[src/rtl/mudc_defines.svh]
// register offsets, field positions, limits and timing counts of the delay controller
`ifndef MUDC_DEFINES_SVH
`define MUDC_DEFINES_SVH

`define MUDC_OFF_IEN    8'h03
`define MUDC_OFF_STAT   8'h04
`define MUDC_OFF_POL    8'h2F
`define MUDC_OFF_DCC    8'h30
`define MUDC_OFF_CTL    8'h33
`define MUDC_OFF_LOW    8'h39
`define MUDC_OFF_UPR    8'h3A
`define MUDC_OFF_BST    8'h3E

`define MUDC_CTL_EN     0
`define MUDC_CTL_SAMP   3
`define MUDC_CTL_MODE   4
`define MUDC_CTL_SLOPE  6
`define MUDC_POL_MARGIN 0
`define MUDC_POL_FAIL   5
`define MUDC_POL_TOL    7
`define MUDC_LOW_TGT    0
`define MUDC_LOW_DIR    5
`define MUDC_LOW_LSB    7
`define MUDC_DCC_EN     7
`define MUDC_BST_EN     5
`define MUDC_STAT_ACQ   3
`define MUDC_STAT_LOST  2

`define MUDC_RST_BYTE   8'h00
`define MUDC_DLY_MAX    9'h1AF
`define MUDC_PH_MAX     5'h10
`define MUDC_SLOPE_MOVE 5'h02
`define MUDC_TOL_LOOSE  5'h02
`define MUDC_DRIFT_MAX  5'h05

`define MUDC_CLK_MHZ    125
`define MUDC_SETTLE_NS  64
`define MUDC_SETTLE_CYC ((`MUDC_SETTLE_NS * `MUDC_CLK_MHZ + 999) / 1000)
`define MUDC_LOCK_TYP_CYC 180000

`endif

[src/rtl/mudc_pkg.sv]
// types shared by the delay controller files
package mudc_pkg;
    typedef enum logic [5:0] {
        MUDC_IDLE   = 6'h01,
        MUDC_SEARCH = 6'h02,
        MUDC_SLP_UP = 6'h04,
        MUDC_SLP_DN = 6'h08,
        MUDC_TRACK  = 6'h10,
        MUDC_HOLD   = 6'h20
    } mudc_state_e;
    typedef logic [1:0] mudc_side_t;
endpackage : mudc_pkg

[src/rtl/mudc_phase_sampler.sv]
// comparator phase synchroniser and settle timer, one sample every SETTLE_CYC cycles while the delay holds
`timescale 1ns/1ps
`include "mudc_defines.svh"
module mudc_phase_sampler #(
    parameter int SETTLE_CYC = `MUDC_SETTLE_CYC
) (
    // clock and reset
    input  wire logic       ref_clk_in,
    input  wire logic       resetn_in,
    // delay currently driven to the line
    input  wire logic [8:0] delay_in,
    // raw comparator phase, asynchronous
    input  wire logic [4:0] phase_in,
    // settled sample
    output logic      [4:0] phase_out,
    output logic            valid_out
);
    localparam logic [7:0] LAST = 8'(SETTLE_CYC - 1);

    logic [4:0] sync1_q;
    logic [4:0] sync2_q;
    logic [8:0] dly_last_q;
    logic [7:0] cnt_q;
    logic       vld_q;

    // any delay change restarts the settle wait
    wire restart = delay_in != dly_last_q;
    wire expire  = !restart && cnt_q == LAST;
    // a sample that lands as the delay moves belongs to the old delay: hold it back
    assign valid_out = vld_q && !restart;

    // two-stage synchroniser, first stage read only by second
    always_ff @(posedge ref_clk_in or negedge resetn_in)
    begin
        if (!resetn_in)
        begin
            sync1_q <= 5'h00;
            sync2_q <= 5'h00;
        end
        else
        begin
            sync1_q <= phase_in;
            sync2_q <= sync1_q;
        end
    end

    // settle counter and sample register
    always_ff @(posedge ref_clk_in or negedge resetn_in)
    begin
        if (!resetn_in)
        begin
            dly_last_q <= 9'h000;
            cnt_q      <= 8'h00;
            phase_out  <= 5'h00;
            vld_q      <= 1'b0;
        end
        else
        begin
            dly_last_q <= delay_in;
            cnt_q      <= (restart || expire) ? 8'h00 : cnt_q + 8'h01;
            vld_q      <= expire;
            if (expire)
                phase_out <= sync2_q;
        end
    end
endmodule : mudc_phase_sampler

[src/rtl/mudc_ctrl.sv]
// delay-line phase controller: registers, search, slope check, tracking, lock status
// What this block does
// - setting the enable bit starts the controller in phase search, or in tracking in mode 01.
// - mode 00 search then track, 01 track only, 10 search only.
// - start delay is nine bits, LSB low register bit 7; above 431 disallowed.
// - search until phase equals target; targets above 16 never lock.
// - on target phase, check slope against desired slope; both must match.
// - tolerance bit 0 accepts within two codes, 1 needs exact target.
// - direction 00 down only, 01 up only, 10 alternating.
// - alternating steps both ways until a margin is hit, then the other only.
// - margin hit on second side too: resume alternating inside the margins.
// - reaching a line endpoint in direction 00 or 01 fails; action bit 0 keeps searching, 1 resets.
// - slope probe goes up then down until phase moves 2 or limits.
// - slope valid when up and down phases straddle target in desired order.
// - tracking steps delay by +1, -1 or 0 using desired slope only.
// - locked, tracking and drifting over five codes clears acquired, sets dropped.
// - after loss, keep tracking or restart search as configured.
// - rising capture strobe latches current delay and phase for readback.
// - lock typically reached within 180000 cycles of enabling.
// - manual mode sets the delay from the start value directly; holding the strobe high captures nothing.
// - status bits clear by writing one to their position; drift also clears acquired.
// - each status bit gated by its enable bit onto one interrupt output.
`timescale 1ns/1ps
`include "mudc_defines.svh"
module mudc_ctrl #(
    parameter int TYP_LOCK_CYC = `MUDC_LOCK_TYP_CYC,
    parameter int SETTLE_CYC   = `MUDC_SETTLE_CYC
) (
    // clock and reset
    input  wire logic       ref_clk_in,
    input  wire logic       resetn_in,
    // register port
    input  wire logic [7:0] reg_addr_in,
    input  wire logic [7:0] reg_wdata_in,
    input  wire logic       reg_wr_in,
    input  wire logic       reg_rd_in,
    output logic      [7:0] reg_rdata_out,
    // comparator and delay line
    input  wire logic [4:0] phase_meas_in,
    output logic      [8:0] delay_line_value_out,
    output logic            dcc_en_out,
    output logic            comp_boost_out,
    // status
    output logic            lock_irq_out,
    output logic            lock_late_out
);
    localparam int LKW = $clog2(TYP_LOCK_CYC + 1);

    logic [7:0] pol_q, dcc_q, ctl_q, low_q, upr_q, bst_q, ien_q;
    logic       lock_acquired_q, lock_dropped_q, cap_sel_q;
    logic [8:0] dly_q, dly_d, up_q, up_d, dn_q, dn_d, cand_q, cand_d, cap_dly_q;
    logic [4:0] p0_q, p0_d, pup_q, pup_d, cap_ph_q;
    logic       turn_q, turn_d, set_acq, set_lost;
    logic [LKW-1:0] lk_cnt_q;
    mudc_pkg::mudc_side_t  side_q, side_d;
    mudc_pkg::mudc_state_e st_q, st_d;
    logic [8:0] s_dly, s_up, s_dn;
    logic       s_turn, s_fail, go_up;
    mudc_pkg::mudc_side_t  s_side;
    logic [4:0] smp_ph;
    logic       smp_vld;

    // register write decode
    wire wr_ien  = reg_wr_in && reg_addr_in == `MUDC_OFF_IEN;
    wire wr_stat = reg_wr_in && reg_addr_in == `MUDC_OFF_STAT;
    wire wr_pol  = reg_wr_in && reg_addr_in == `MUDC_OFF_POL;
    wire wr_dcc  = reg_wr_in && reg_addr_in == `MUDC_OFF_DCC;
    wire wr_ctl  = reg_wr_in && reg_addr_in == `MUDC_OFF_CTL;
    wire wr_low  = reg_wr_in && reg_addr_in == `MUDC_OFF_LOW;
    wire wr_upr  = reg_wr_in && reg_addr_in == `MUDC_OFF_UPR;
    wire wr_bst  = reg_wr_in && reg_addr_in == `MUDC_OFF_BST;
    // capture on low-to-high write of the strobe bit only
    wire samp_rise = wr_ctl && reg_wdata_in[`MUDC_CTL_SAMP] && !ctl_q[`MUDC_CTL_SAMP];

    // configuration fields
    wire       en       = ctl_q[`MUDC_CTL_EN];
    wire [1:0] mode     = ctl_q[`MUDC_CTL_MODE +: 2];
    wire       slope    = ctl_q[`MUDC_CTL_SLOPE];
    wire       tol      = pol_q[`MUDC_POL_TOL];
    wire       fail_rst = pol_q[`MUDC_POL_FAIL];
    wire [4:0] margin   = pol_q[`MUDC_POL_MARGIN +: 5];
    wire [1:0] dir      = low_q[`MUDC_LOW_DIR +: 2];
    wire [4:0] tgt      = low_q[`MUDC_LOW_TGT +: 5];
    wire [8:0] start_raw = {upr_q, low_q[`MUDC_LOW_LSB]};
    wire [8:0] start_v  = (start_raw > `MUDC_DLY_MAX) ? `MUDC_DLY_MAX : start_raw;
    wire [8:0] hi_b     = `MUDC_DLY_MAX - {4'h0, margin};
    wire [8:0] lo_b     = {4'h0, margin};

    // phase comparisons on the settled sample
    wire [4:0] diff   = (smp_ph > tgt) ? smp_ph - tgt : tgt - smp_ph;
    wire [4:0] pmove  = (smp_ph > p0_q) ? smp_ph - p0_q : p0_q - smp_ph;
    wire match = (tgt <= `MUDC_PH_MAX) && (tol ? diff == 5'h00 : diff <= `MUDC_TOL_LOOSE);
    wire drift = lock_acquired_q && diff > `MUDC_DRIFT_MAX;
    wire ph_lim = pmove >= `MUDC_SLOPE_MOVE || smp_ph == `MUDC_PH_MAX || smp_ph == 5'h00;
    wire stop_up = ph_lim || dly_q == `MUDC_DLY_MAX;
    wire stop_dn = ph_lim || dly_q == 9'h000;
    wire slope_ok = (tgt <= `MUDC_PH_MAX) &&
        (slope ? (pup_q > tgt && smp_ph < tgt) : (pup_q < tgt && smp_ph > tgt));
    wire trk_only = mode == 2'h1;
    wire srch_only = mode == 2'h2;
    wire st_idle = st_q == mudc_pkg::MUDC_IDLE;
    wire st_trk  = st_q == mudc_pkg::MUDC_TRACK;

    // settled sampling of the comparator
    mudc_phase_sampler #(.SETTLE_CYC(SETTLE_CYC)) u_smp (
        .ref_clk_in (ref_clk_in),
        .resetn_in  (resetn_in),
        .delay_in   (dly_q),
        .phase_in   (phase_meas_in),
        .phase_out  (smp_ph),
        .valid_out  (smp_vld)
    );

    // next search position from the sweep pointers
    always_comb
    begin
        s_up   = up_q;
        s_dn   = dn_q;
        s_dly  = dly_q;
        s_turn = turn_q;
        s_side = side_q;
        s_fail = 1'b0;
        go_up  = 1'b0;
        unique case (dir)
            2'h0:
            begin
                s_fail = dn_q == 9'h000;
                s_dn   = s_fail ? dn_q : dn_q - 9'h001;
                s_dly  = s_dn;
            end
            2'h1:
            begin
                s_fail = up_q == `MUDC_DLY_MAX;
                s_up   = s_fail ? up_q : up_q + 9'h001;
                s_dly  = s_up;
            end
            default:
            begin
                go_up = (side_q == 2'h0) ? turn_q : side_q == 2'h1;
                if (go_up && up_q < hi_b)
                begin
                    s_up   = up_q + 9'h001;
                    s_dly  = s_up;
                    s_turn = 1'b0;
                end
                else if (!go_up && dn_q > lo_b)
                begin
                    s_dn   = dn_q - 9'h001;
                    s_dly  = s_dn;
                    s_turn = 1'b1;
                end
                else if (side_q == 2'h0)
                    s_side = go_up ? 2'h2 : 2'h1;
                else
                begin
                    s_side = 2'h0;
                    s_up   = start_v;
                    s_dn   = start_v;
                    s_dly  = start_v;
                    s_turn = 1'b1;
                end
            end
        endcase
    end

    // controller state machine, acting once per settled sample outside idle
    always_comb
    begin
        st_d = st_q; dly_d = dly_q; up_d = up_q; dn_d = dn_q;
        turn_d = turn_q; side_d = side_q; cand_d = cand_q;
        p0_d = p0_q; pup_d = pup_q; set_acq = 1'b0; set_lost = 1'b0;
        unique case (st_q)
            mudc_pkg::MUDC_IDLE:
            begin
                dly_d = start_v; up_d = start_v; dn_d = start_v;
                turn_d = 1'b1; side_d = 2'h0;
                if (en)
                    st_d = trk_only ? mudc_pkg::MUDC_TRACK : mudc_pkg::MUDC_SEARCH;
            end
            mudc_pkg::MUDC_SEARCH:
                if (smp_vld && match)
                begin
                    cand_d = dly_q; p0_d = smp_ph; st_d = mudc_pkg::MUDC_SLP_UP;
                end
                else if (smp_vld && s_fail && fail_rst)
                    st_d = mudc_pkg::MUDC_IDLE;
                else if (smp_vld && s_fail)
                begin
                    dly_d = start_v; up_d = start_v; dn_d = start_v;
                end
                else if (smp_vld)
                begin
                    dly_d = s_dly; up_d = s_up; dn_d = s_dn;
                    turn_d = s_turn; side_d = s_side;
                end
            mudc_pkg::MUDC_SLP_UP:
                if (smp_vld && stop_up)
                begin
                    pup_d = smp_ph; dly_d = cand_q; st_d = mudc_pkg::MUDC_SLP_DN;
                end
                else if (smp_vld)
                    dly_d = dly_q + 9'h001;
            mudc_pkg::MUDC_SLP_DN:
                if (smp_vld && stop_dn && slope_ok)
                begin
                    dly_d = cand_q; set_acq = 1'b1;
                    st_d = srch_only ? mudc_pkg::MUDC_HOLD : mudc_pkg::MUDC_TRACK;
                end
                else if (smp_vld && stop_dn)
                begin
                    st_d = mudc_pkg::MUDC_SEARCH; dly_d = s_dly; up_d = s_up;
                    dn_d = s_dn; turn_d = s_turn; side_d = s_side;
                end
                else if (smp_vld)
                    dly_d = dly_q - 9'h001;
            mudc_pkg::MUDC_TRACK:
                if (smp_vld && drift)
                begin
                    set_lost = 1'b1;
                    if (fail_rst && !trk_only)
                        st_d = mudc_pkg::MUDC_IDLE;
                end
                else if (smp_vld)
                begin
                    set_acq = !lock_acquired_q && match;
                    if ((smp_ph < tgt) == slope && smp_ph != tgt && dly_q != `MUDC_DLY_MAX)
                        dly_d = dly_q + 9'h001;
                    else if (smp_ph != tgt && (smp_ph < tgt) != slope && dly_q != 9'h000)
                        dly_d = dly_q - 9'h001;
                end
            mudc_pkg::MUDC_HOLD:
                st_d = st_q;
            default:
                st_d = mudc_pkg::MUDC_IDLE;
        endcase
        if (!en)
            st_d = mudc_pkg::MUDC_IDLE;
    end

    // controller state registers
    always_ff @(posedge ref_clk_in or negedge resetn_in)
    begin
        if (!resetn_in)
        begin
            st_q <= mudc_pkg::MUDC_IDLE; dly_q <= 9'h000; up_q <= 9'h000;
            dn_q <= 9'h000; cand_q <= 9'h000; turn_q <= 1'b1;
            side_q <= 2'h0; p0_q <= 5'h00; pup_q <= 5'h00;
        end
        else
        begin
            st_q <= st_d; dly_q <= dly_d; up_q <= up_d;
            dn_q <= dn_d; cand_q <= cand_d; turn_q <= turn_d;
            side_q <= side_d; p0_q <= p0_d; pup_q <= pup_d;
        end
    end

    // software-visible configuration registers
    always_ff @(posedge ref_clk_in or negedge resetn_in)
    begin
        if (!resetn_in)
        begin
            pol_q <= `MUDC_RST_BYTE; dcc_q <= `MUDC_RST_BYTE; ctl_q <= `MUDC_RST_BYTE;
            low_q <= `MUDC_RST_BYTE; upr_q <= `MUDC_RST_BYTE; bst_q <= `MUDC_RST_BYTE;
            ien_q <= `MUDC_RST_BYTE;
        end
        else
        begin
            if (wr_pol) pol_q <= reg_wdata_in;
            if (wr_dcc) dcc_q <= reg_wdata_in;
            if (wr_ctl) ctl_q <= reg_wdata_in;
            if (wr_low) low_q <= reg_wdata_in;
            if (wr_upr) upr_q <= reg_wdata_in;
            if (wr_bst) bst_q <= reg_wdata_in;
            if (wr_ien) ien_q <= reg_wdata_in;
        end
    end

    // lock flags: hardware set wins over write-one-to-clear
    always_ff @(posedge ref_clk_in or negedge resetn_in)
    begin
        if (!resetn_in)
        begin
            lock_acquired_q <= 1'b0;
            lock_dropped_q  <= 1'b0;
        end
        else
        begin
            if (set_acq)
                lock_acquired_q <= 1'b1;
            else if (set_lost || (wr_stat && reg_wdata_in[`MUDC_STAT_ACQ]))
                lock_acquired_q <= 1'b0;
            if (set_lost)
                lock_dropped_q <= 1'b1;
            else if (wr_stat && reg_wdata_in[`MUDC_STAT_LOST])
                lock_dropped_q <= 1'b0;
        end
    end

    // capture of current delay and phase, readback select
    always_ff @(posedge ref_clk_in or negedge resetn_in)
    begin
        if (!resetn_in)
        begin
            cap_dly_q <= 9'h000; cap_ph_q <= 5'h00; cap_sel_q <= 1'b0;
        end
        else if (samp_rise)
        begin
            cap_dly_q <= dly_q; cap_ph_q <= smp_ph; cap_sel_q <= 1'b1;
        end
        else if (wr_low || wr_upr)
            cap_sel_q <= 1'b0;
    end

    // readback selection
    wire [7:0] low_rd  = cap_sel_q ? {cap_dly_q[0], low_q[6:5], cap_ph_q} : low_q;
    wire [7:0] upr_rd  = cap_sel_q ? cap_dly_q[8:1] : upr_q;
    wire [7:0] stat_rd = {4'h0, lock_acquired_q, lock_dropped_q, 2'h0};
    wire [7:0] rd_mux  =
        (reg_addr_in == `MUDC_OFF_IEN)  ? ien_q  :
        (reg_addr_in == `MUDC_OFF_STAT) ? stat_rd :
        (reg_addr_in == `MUDC_OFF_POL)  ? pol_q  :
        (reg_addr_in == `MUDC_OFF_DCC)  ? dcc_q  :
        (reg_addr_in == `MUDC_OFF_CTL)  ? ctl_q  :
        (reg_addr_in == `MUDC_OFF_LOW)  ? low_rd :
        (reg_addr_in == `MUDC_OFF_UPR)  ? upr_rd :
        (reg_addr_in == `MUDC_OFF_BST)  ? bst_q  : 8'h00;
    wire irq_d = (lock_acquired_q && ien_q[`MUDC_STAT_ACQ]) ||
                 (lock_dropped_q && ien_q[`MUDC_STAT_LOST]);
    wire lk_run = !st_idle && !lock_acquired_q && lk_cnt_q != LKW'(TYP_LOCK_CYC);

    // read data, interrupt and lock-time watchdog registers
    always_ff @(posedge ref_clk_in or negedge resetn_in)
    begin
        if (!resetn_in)
        begin
            reg_rdata_out <= 8'h00; lock_irq_out <= 1'b0; lk_cnt_q <= '0;
        end
        else
        begin
            if (reg_rd_in) reg_rdata_out <= rd_mux;
            lock_irq_out <= irq_d;
            lk_cnt_q <= st_idle ? '0 : lk_cnt_q + LKW'(lk_run);
        end
    end

    // pin-level outputs
    assign delay_line_value_out = dly_q;
    assign dcc_en_out     = dcc_q[`MUDC_DCC_EN];
    assign comp_boost_out = bst_q[`MUDC_BST_EN];
    assign lock_late_out  = !lock_acquired_q && lk_cnt_q == LKW'(TYP_LOCK_CYC);
endmodule : mudc_ctrl

[config.mk]
export PLATFORM = sky130hd
export DESIGN_NAME = mudc_ctrl
export DESIGN_NICKNAME = d
export VERILOG_FILES = /design/src/rtl/mudc_pkg.sv /design/src/rtl/mudc_phase_sampler.sv /design/src/rtl/mudc_ctrl.sv
export VERILOG_INCLUDE_DIRS = /design/src /design/src/rtl
export SDC_FILE = /design/constraint.sdc
export NUM_CORES = 1
export LEC_CHECK = 0
export CAP_MARGIN = 20
export CORE_ASPECT_RATIO = 0.7
export CORE_MARGIN = 5
export CORE_UTILIZATION = 45
export DETAILED_ROUTE_END_ITERATION = 10
export DONT_BUFFER_PORTS = 1
export PLACE_DENSITY = 0.71
export SLEW_MARGIN = 40
export SYNTH_ARGS = -nofsm -noshare
export SYNTH_HDL_FRONTEND = slang
export SYNTH_SLANG_ARGS = --single-unit
[constraint.sdc]
create_clock -name ref_clk_in -period 4.6 [get_ports ref_clk_in]
set_clock_uncertainty 0.1 [all_clocks]
set_input_delay 0.23 -clock ref_clk_in [delete_from_list [all_inputs] [get_ports ref_clk_in]]
set_output_delay 0.23 -clock ref_clk_in [all_outputs]
set_load 0.03 [all_outputs]
==> flow_summary.html <==
<table>
<tr><th>Metric</th><th>Value</th></tr>
<tr><th colspan="2">Logic synthesis</th></tr>
<tr><td>Average size of a mapped cell</td><td>9.099 um2</td></tr>
<tr><td>Netlist area before placement</td><td>12220 um2</td></tr>
<tr><td>Number of distinct library cells after synthesis</td><td>90</td></tr>
<tr><td>Fraction of post-synthesis cell area in the top cell type by area</td><td>0.3809</td></tr>
<tr><td>Post-Synth XOR/XNOR Area</td><td>0.05017</td></tr>
<tr><td>Synth Register Bits</td><td>188</td></tr>
<tr><td>Top cells by area, synth</td><td>sky130_fd_sc_hd__dfrtp_1, sky130_fd_sc_hd__mux2_2, sky130_fd_sc_hd__nand2_1</td></tr>
<tr><td>Post-synthesis net count</td><td>1412</td></tr>
<tr><td>Dominant cell type by area after synthesis</td><td>sky130_fd_sc_hd__dfrtp_1</td></tr>
<tr><td>Fraction of synthesized area in multiplexers</td><td>0.09696</td></tr>
<tr><td>Fraction of the mapped netlist area in simple logic gates</td><td>0.1835</td></tr>
<tr><td>Post-synth EDFFs</td><td>0</td></tr>
<tr><td>Largest family of logic cells by synthesized area</td><td>compound AO/OA/AOI/OAI gates</td></tr>
<tr><td>Share of the synthesized area in compound gates (AO/OA/AOI/OAI)</td><td>0.1979</td></tr>
<tr><td>Post-synthesis sequential area ratio</td><td>0.3852</td></tr>
<tr><td>Total number of yosys warnings</td><td>0</td></tr>
<tr><td>Arithmetic-cell share of the synthesized area counting full adders, half adders and majority gates</td><td>0.04751</td></tr>
<tr><td>Main flop type after synthesis</td><td>sky130_fd_sc_hd__dfrtp_1</td></tr>
<tr><td>Count of mapped cells out of synthesis</td><td>1343</td></tr>
<tr><td>Async set or reset register ratio after synthesis</td><td>1.000</td></tr>
<tr><th colspan="2">Global route</th></tr>
<tr><td>First-pass GRT wire length</td><td>63040 um</td></tr>
<tr><td>GRT busiest layer</td><td>met1</td></tr>
<tr><td>Met1 Use GR</td><td>0.4213</td></tr>
<tr><td>Global-route total usage across every layer</td><td>0.2674</td></tr>
<tr><td>Largest net degree at the start of global routing</td><td>189</td></tr>
<tr><td>Met2 Track Usage GR</td><td>0.3463</td></tr>
<tr><td>Via count of the first global-routing pass</td><td>10400</td></tr>
<tr><td>Initial antenna violation count</td><td>1</td></tr>
<tr><td>Met3 demand-to-capacity share in global routing</td><td>0.09934</td></tr>
<tr><td>Sum of overflow across all layers after global routing</td><td>0</td></tr>
<tr><th colspan="2">Outcome</th></tr>
<tr><td>Outcome</td><td>finished, violations left</td></tr>
<tr><td>Violations in the final reports</td><td>negative hold slack</td></tr>
<tr><th colspan="2">Die</th></tr>
<tr><td>Die span in x</td><td>207.0 um</td></tr>
<tr><td>Area inside the core boundary</td><td>26780 um2</td></tr>
<tr><td>Area of the die</td><td>30600 um2</td></tr>
<tr><td>Number of top-level pins</td><td>46</td></tr>
<tr><td>Effective utilization at floorplan</td><td>0.4564</td></tr>
<tr><td>Die Y-Extent</td><td>147.9 um</td></tr>
<tr><td>Number of standard-cell rows in the floorplan</td><td>50</td></tr>
<tr><th colspan="2">Finish</th></tr>
<tr><td>Relative area change from synthesis to final layout</td><td>9.511%</td></tr>
<tr><td>Diode insertion count for antenna repair</td><td>0</td></tr>
<tr><td>Post-layout instance count excluding filler cells</td><td>1718</td></tr>
<tr><td>Final cell area excluding filler cells</td><td>13380 um2</td></tr>
<tr><td>Fraction of final layout cells sized beyond drive strength 1</td><td>0.1388</td></tr>
<tr><td>Final net count</td><td>1410</td></tr>
<tr><th colspan="2">Run</th></tr>
<tr><td>Max Cap Viol</td><td>0</td></tr>
<tr><th colspan="2">Timing</th></tr>
<tr><td>Final worst-path cycle share</td><td>0.8576</td></tr>
<tr><td>Final critical-path required period</td><td>3945 ps</td></tr>
<tr><td>Setup repair after global routing missed its margin</td><td>false</td></tr>
<tr><td>Worst Hold Margin</td><td>-629.8 ps</td></tr>
<tr><td>Number of endpoints failing setup at the final stage</td><td>0</td></tr>
<tr><td>Remaining max-slew budget at the tightest pin</td><td>0.4068</td></tr>
<tr><td>Achievable Freq</td><td>253.5 MHz</td></tr>
<tr><td>Tightest Pin Transition</td><td>880.5 ps</td></tr>
<tr><td>Max-slew violation total from the final report</td><td>0</td></tr>
<tr><td>Total Neg Setup Slack</td><td>0 ps</td></tr>
<tr><td>Final setup slack of the worst path</td><td>655.2 ps</td></tr>
<tr><td>Number of endpoints with negative hold slack in the final report</td><td>188</td></tr>
<tr><th colspan="2">Clocking</th></tr>
<tr><td>Sinks on the clock net</td><td>188</td></tr>
<tr><td>TritonCTS buffer count</td><td>17</td></tr>
<tr><td>CTS tree</td><td>done</td></tr>
<tr><td>Master cell of the clock root buffer</td><td>sky130_fd_sc_hd__clkbuf_16</td></tr>
<tr><td>PostCTS Resize Cnt</td><td>0</td></tr>
<tr><td>Hold bufs inserted after CTS</td><td>16</td></tr>
<tr><td>Clock latency on the worst-skew pair</td><td>460 ps</td></tr>
<tr><td>Number of H-tree branching levels</td><td>4</td></tr>
<tr><td>Number of post-CTS setup repair buffers</td><td>0</td></tr>
<tr><td>Maximum buffer depth of the clock tree</td><td>2</td></tr>
<tr><td>Clock transition at path regs</td><td>80 ps</td></tr>
<tr><th colspan="2">Placement</th></tr>
<tr><td>Weighted congestion at the end of routability-driven global placement</td><td>1.039</td></tr>
<tr><td>Post-placement worst setup slack</td><td>759.1 ps</td></tr>
<tr><td>Instance area after placement</td><td>12650 um2</td></tr>
<tr><td>Detailed placer's ending HPWL</td><td>29250 um</td></tr>
<tr><td>Total instance count after detailed placement</td><td>1670</td></tr>
<tr><td>Port Buffer Count</td><td>0</td></tr>
<tr><th colspan="2">Critical path</th></tr>
<tr><td>Cell with the largest stage delay on the worst path</td><td>sky130_fd_sc_hd__nor3_1</td></tr>
<tr><td>Ordered cell list for the critical path</td><td>ha_1 &gt; nand3_1 &gt; nor3_1 &gt; a21oi_1 &gt; nor3_2 &gt; a32oi_1 &gt; o21ai_2 &gt; buf_4 &gt; mux2_2</td></tr>
<tr><td>Worst endpoint data arrival time</td><td>4200 ps</td></tr>
<tr><td>Crit path required time</td><td>4850 ps</td></tr>
<tr><td>Largest driver fanout on the critical path</td><td>41</td></tr>
<tr><td>Kind of critical path</td><td>flop to flop</td></tr>
<tr><td>Critical Path Source Type</td><td>flop</td></tr>
<tr><td>Longest individual stage delay on the worst path</td><td>680 ps</td></tr>
<tr><td>Type of element capturing the critical path</td><td>flop</td></tr>
<tr><th colspan="2">Pwr</th></tr>
<tr><td>Static leakage</td><td>5.756 nW</td></tr>
<tr><td>Power density over the cells</td><td>374.2 nW/um2</td></tr>
<tr><td>Worst IR drop on VDD</td><td>0.2481 mV</td></tr>
<tr><th colspan="2">Routing</th></tr>
<tr><td>Number of design rule violations left after detail routing</td><td>0</td></tr>
<tr><td>Violation count after the first detailed-route iteration</td><td>1771</td></tr>
<tr><td>Post-DRT Antenna Nets</td><td>0</td></tr>
<tr><td>Number of vias per cell</td><td>6.434</td></tr>
<tr><td>Vias post-DR</td><td>11050</td></tr>
<tr><td>First-pass iteration count of the detailed router</td><td>8</td></tr>
<tr><td>Sum of routed wire length over all layers</td><td>40450 um</td></tr>
<tr><td>Average wire length per cell after detail routing</td><td>23.55 um</td></tr>
<tr><th colspan="2">Min path</th></tr>
<tr><td>Class of the tightest hold or removal check</td><td>primary input to asynchronous set/reset pin</td></tr>
</table>
-- power breakdown --
part	internal (W)	switching, W	total [W]	leakage (nW)
Sequential	0.00174	0.000151	0.00189	2.55
Combinational	0.000645	0.00101	0.00166	2.93
Clock	0.000731	0.000728	0.00146	0.275
-- registers in the layout (all words and copies together), names as in the netlist, 9 cells and up --
name                  count
up_q                      9
lk_cnt_q                 18
u_smp.dly_last_q          9
delay_line_value_out      9
cap_dly_q                 9
dn_q                      9
cand_q                    9
-- layer usage --
| layer | up-vias | wire length, um |
|---|---|---|
| met4 | 0 | 513 |
| li1 | 4935 | - |
| met2 | 634 | 15960 |
| met3 | 47 | 5291 |
| met5 | - | 0 |
| met1 | 5437 | 18690 |
-- cells by family after synthesis --
| group | after synthesis |
|---|---|
| and+or+nand+nor | 467 |
| DFF | 188 |
| xor gates and xnor gates | 70 |
| muxes | 108 |
| adders and majority gates | 44 |
| AOI/OAI and AO/OA | 354 |
| buffers and inverters | 112 |
-- worst max-delay path, delay by kind of cell (launching register included) --
family | cells | cell delay [ps]
AOI/OAI and AO/OA | 3 | 530
DFF | 1 | 640
adders and majority gates | 1 | 410
and+or+nand+nor | 3 | 1330
muxes | 1 | 390
buffers and inverters | 1 | 420
-- worst paths after layout --
check	end	cells past startpoint	from	slack [ps]
max	dn_q[3]$_DFFE_PN0P_	9	up_q[1]$_DFFE_PN0P_	660
min	u_smp.cnt_q[3]$_DFF_PN0_	0	resetn_in	-630
max reg2reg	dn_q[3]$_DFFE_PN0P_	9	up_q[1]$_DFFE_PN0P_	660
min reg2reg	u_smp.sync2_q[2]$_DFF_PN0_	0	u_smp.sync1_q[2]$_DFF_PN0_	250
max in group asynchronous	bst_q[5]$_DFFE_PN0P_	0	resetn_in	4640
min in group ref_clk_in	lock_acquired_q$_DFFE_PN0P_	3	reg_wr_in	20
-- layout make-up --
type	instances	area (um2)
fillers	2521	13390
clock inverters	12	118.9
clock buffers	20	446.7
inverters	37	138.9
repair buffers	54	445.4
flip-flops and latches	188	4707
well taps	364	455.4
multi-input cells	1043	7071
-- cells in the final DEF, fill, tap and decap left out, types with 7 or more instances in the layout --
master,instances
sky130_fd_sc_hd__nand3_1,41
sky130_fd_sc_hd__and4_1,7
sky130_fd_sc_hd__mux2_2,82
sky130_fd_sc_hd__a22oi_1,16
sky130_fd_sc_hd__o21ai_0,77
sky130_fd_sc_hd__a222oi_1,10
sky130_fd_sc_hd__nor3_1,23
sky130_fd_sc_hd__nor4_1,8
sky130_fd_sc_hd__buf_4,38
sky130_fd_sc_hd__o22ai_1,9
sky130_fd_sc_hd__a31oi_1,11
sky130_fd_sc_hd__nand2b_1,12
sky130_fd_sc_hd__nand4_1,13
sky130_fd_sc_hd__clkbuf_16,17
sky130_fd_sc_hd__nor2_1,141
sky130_fd_sc_hd__dfrtp_1,186
sky130_fd_sc_hd__xnor2_1,25
sky130_fd_sc_hd__or2_2,8
sky130_fd_sc_hd__xor2_1,45
sky130_fd_sc_hd__dlygate4sd3_1,16
sky130_fd_sc_hd__and2_1,7
sky130_fd_sc_hd__a221oi_1,11
sky130_fd_sc_hd__or3_1,8
sky130_fd_sc_hd__a21o_1,10
sky130_fd_sc_hd__a41oi_1,9
sky130_fd_sc_hd__o221ai_1,8
sky130_fd_sc_hd__nand2_1,142
sky130_fd_sc_hd__o211ai_1,18
sky130_fd_sc_hd__a211oi_1,17
sky130_fd_sc_hd__ha_1,40
sky130_fd_sc_hd__nor2b_1,9
sky130_fd_sc_hd__inv_1,37
sky130_fd_sc_hd__mux2i_1,25
sky130_fd_sc_hd__and3_1,15
sky130_fd_sc_hd__a21oi_1,80
-- synth_stat cells (all sizes together), types with 4 or more instances --
cell / n
nand4: 14
nor2: 142
o21a: 6
o22ai: 10
and4: 7
xor2: 45
o221ai: 8
mux2: 83
buf: 27
a21boi: 4
o21ai: 82
a21o: 11
dfrtp: 186
ha: 40
o211ai: 20
nand3: 41
a21oi: 81
mux2i: 25
a22o: 6
a222oi: 10
a211oi: 17
nor3: 25
or3: 8
a221oi: 13
a22oi: 16
nand2b: 12
inv: 37
and4b: 5
fa: 4
nor4: 9
o31ai: 7
and2: 9
and3: 15
nand4b: 5
clkbuf: 48
nand2: 142
nand3b: 6
a41oi: 9
or2: 8
xnor2: 25
nor2b: 9
a31oi: 12
-- through the flow --
step,total power [W],hold WS [ps],util
floorplan,0.003071,-165.6,-
global placement,0.003473,-156.8,0.4719
detailed placement,0.003496,-156.7,0.4724
CTS,0.004974,-654.5,0.4995
global route,0.005262,-656.7,0.4998
finish,0.005008,-629.8,0.4998
Note: power is estimated with default switching activity, not from simulation.
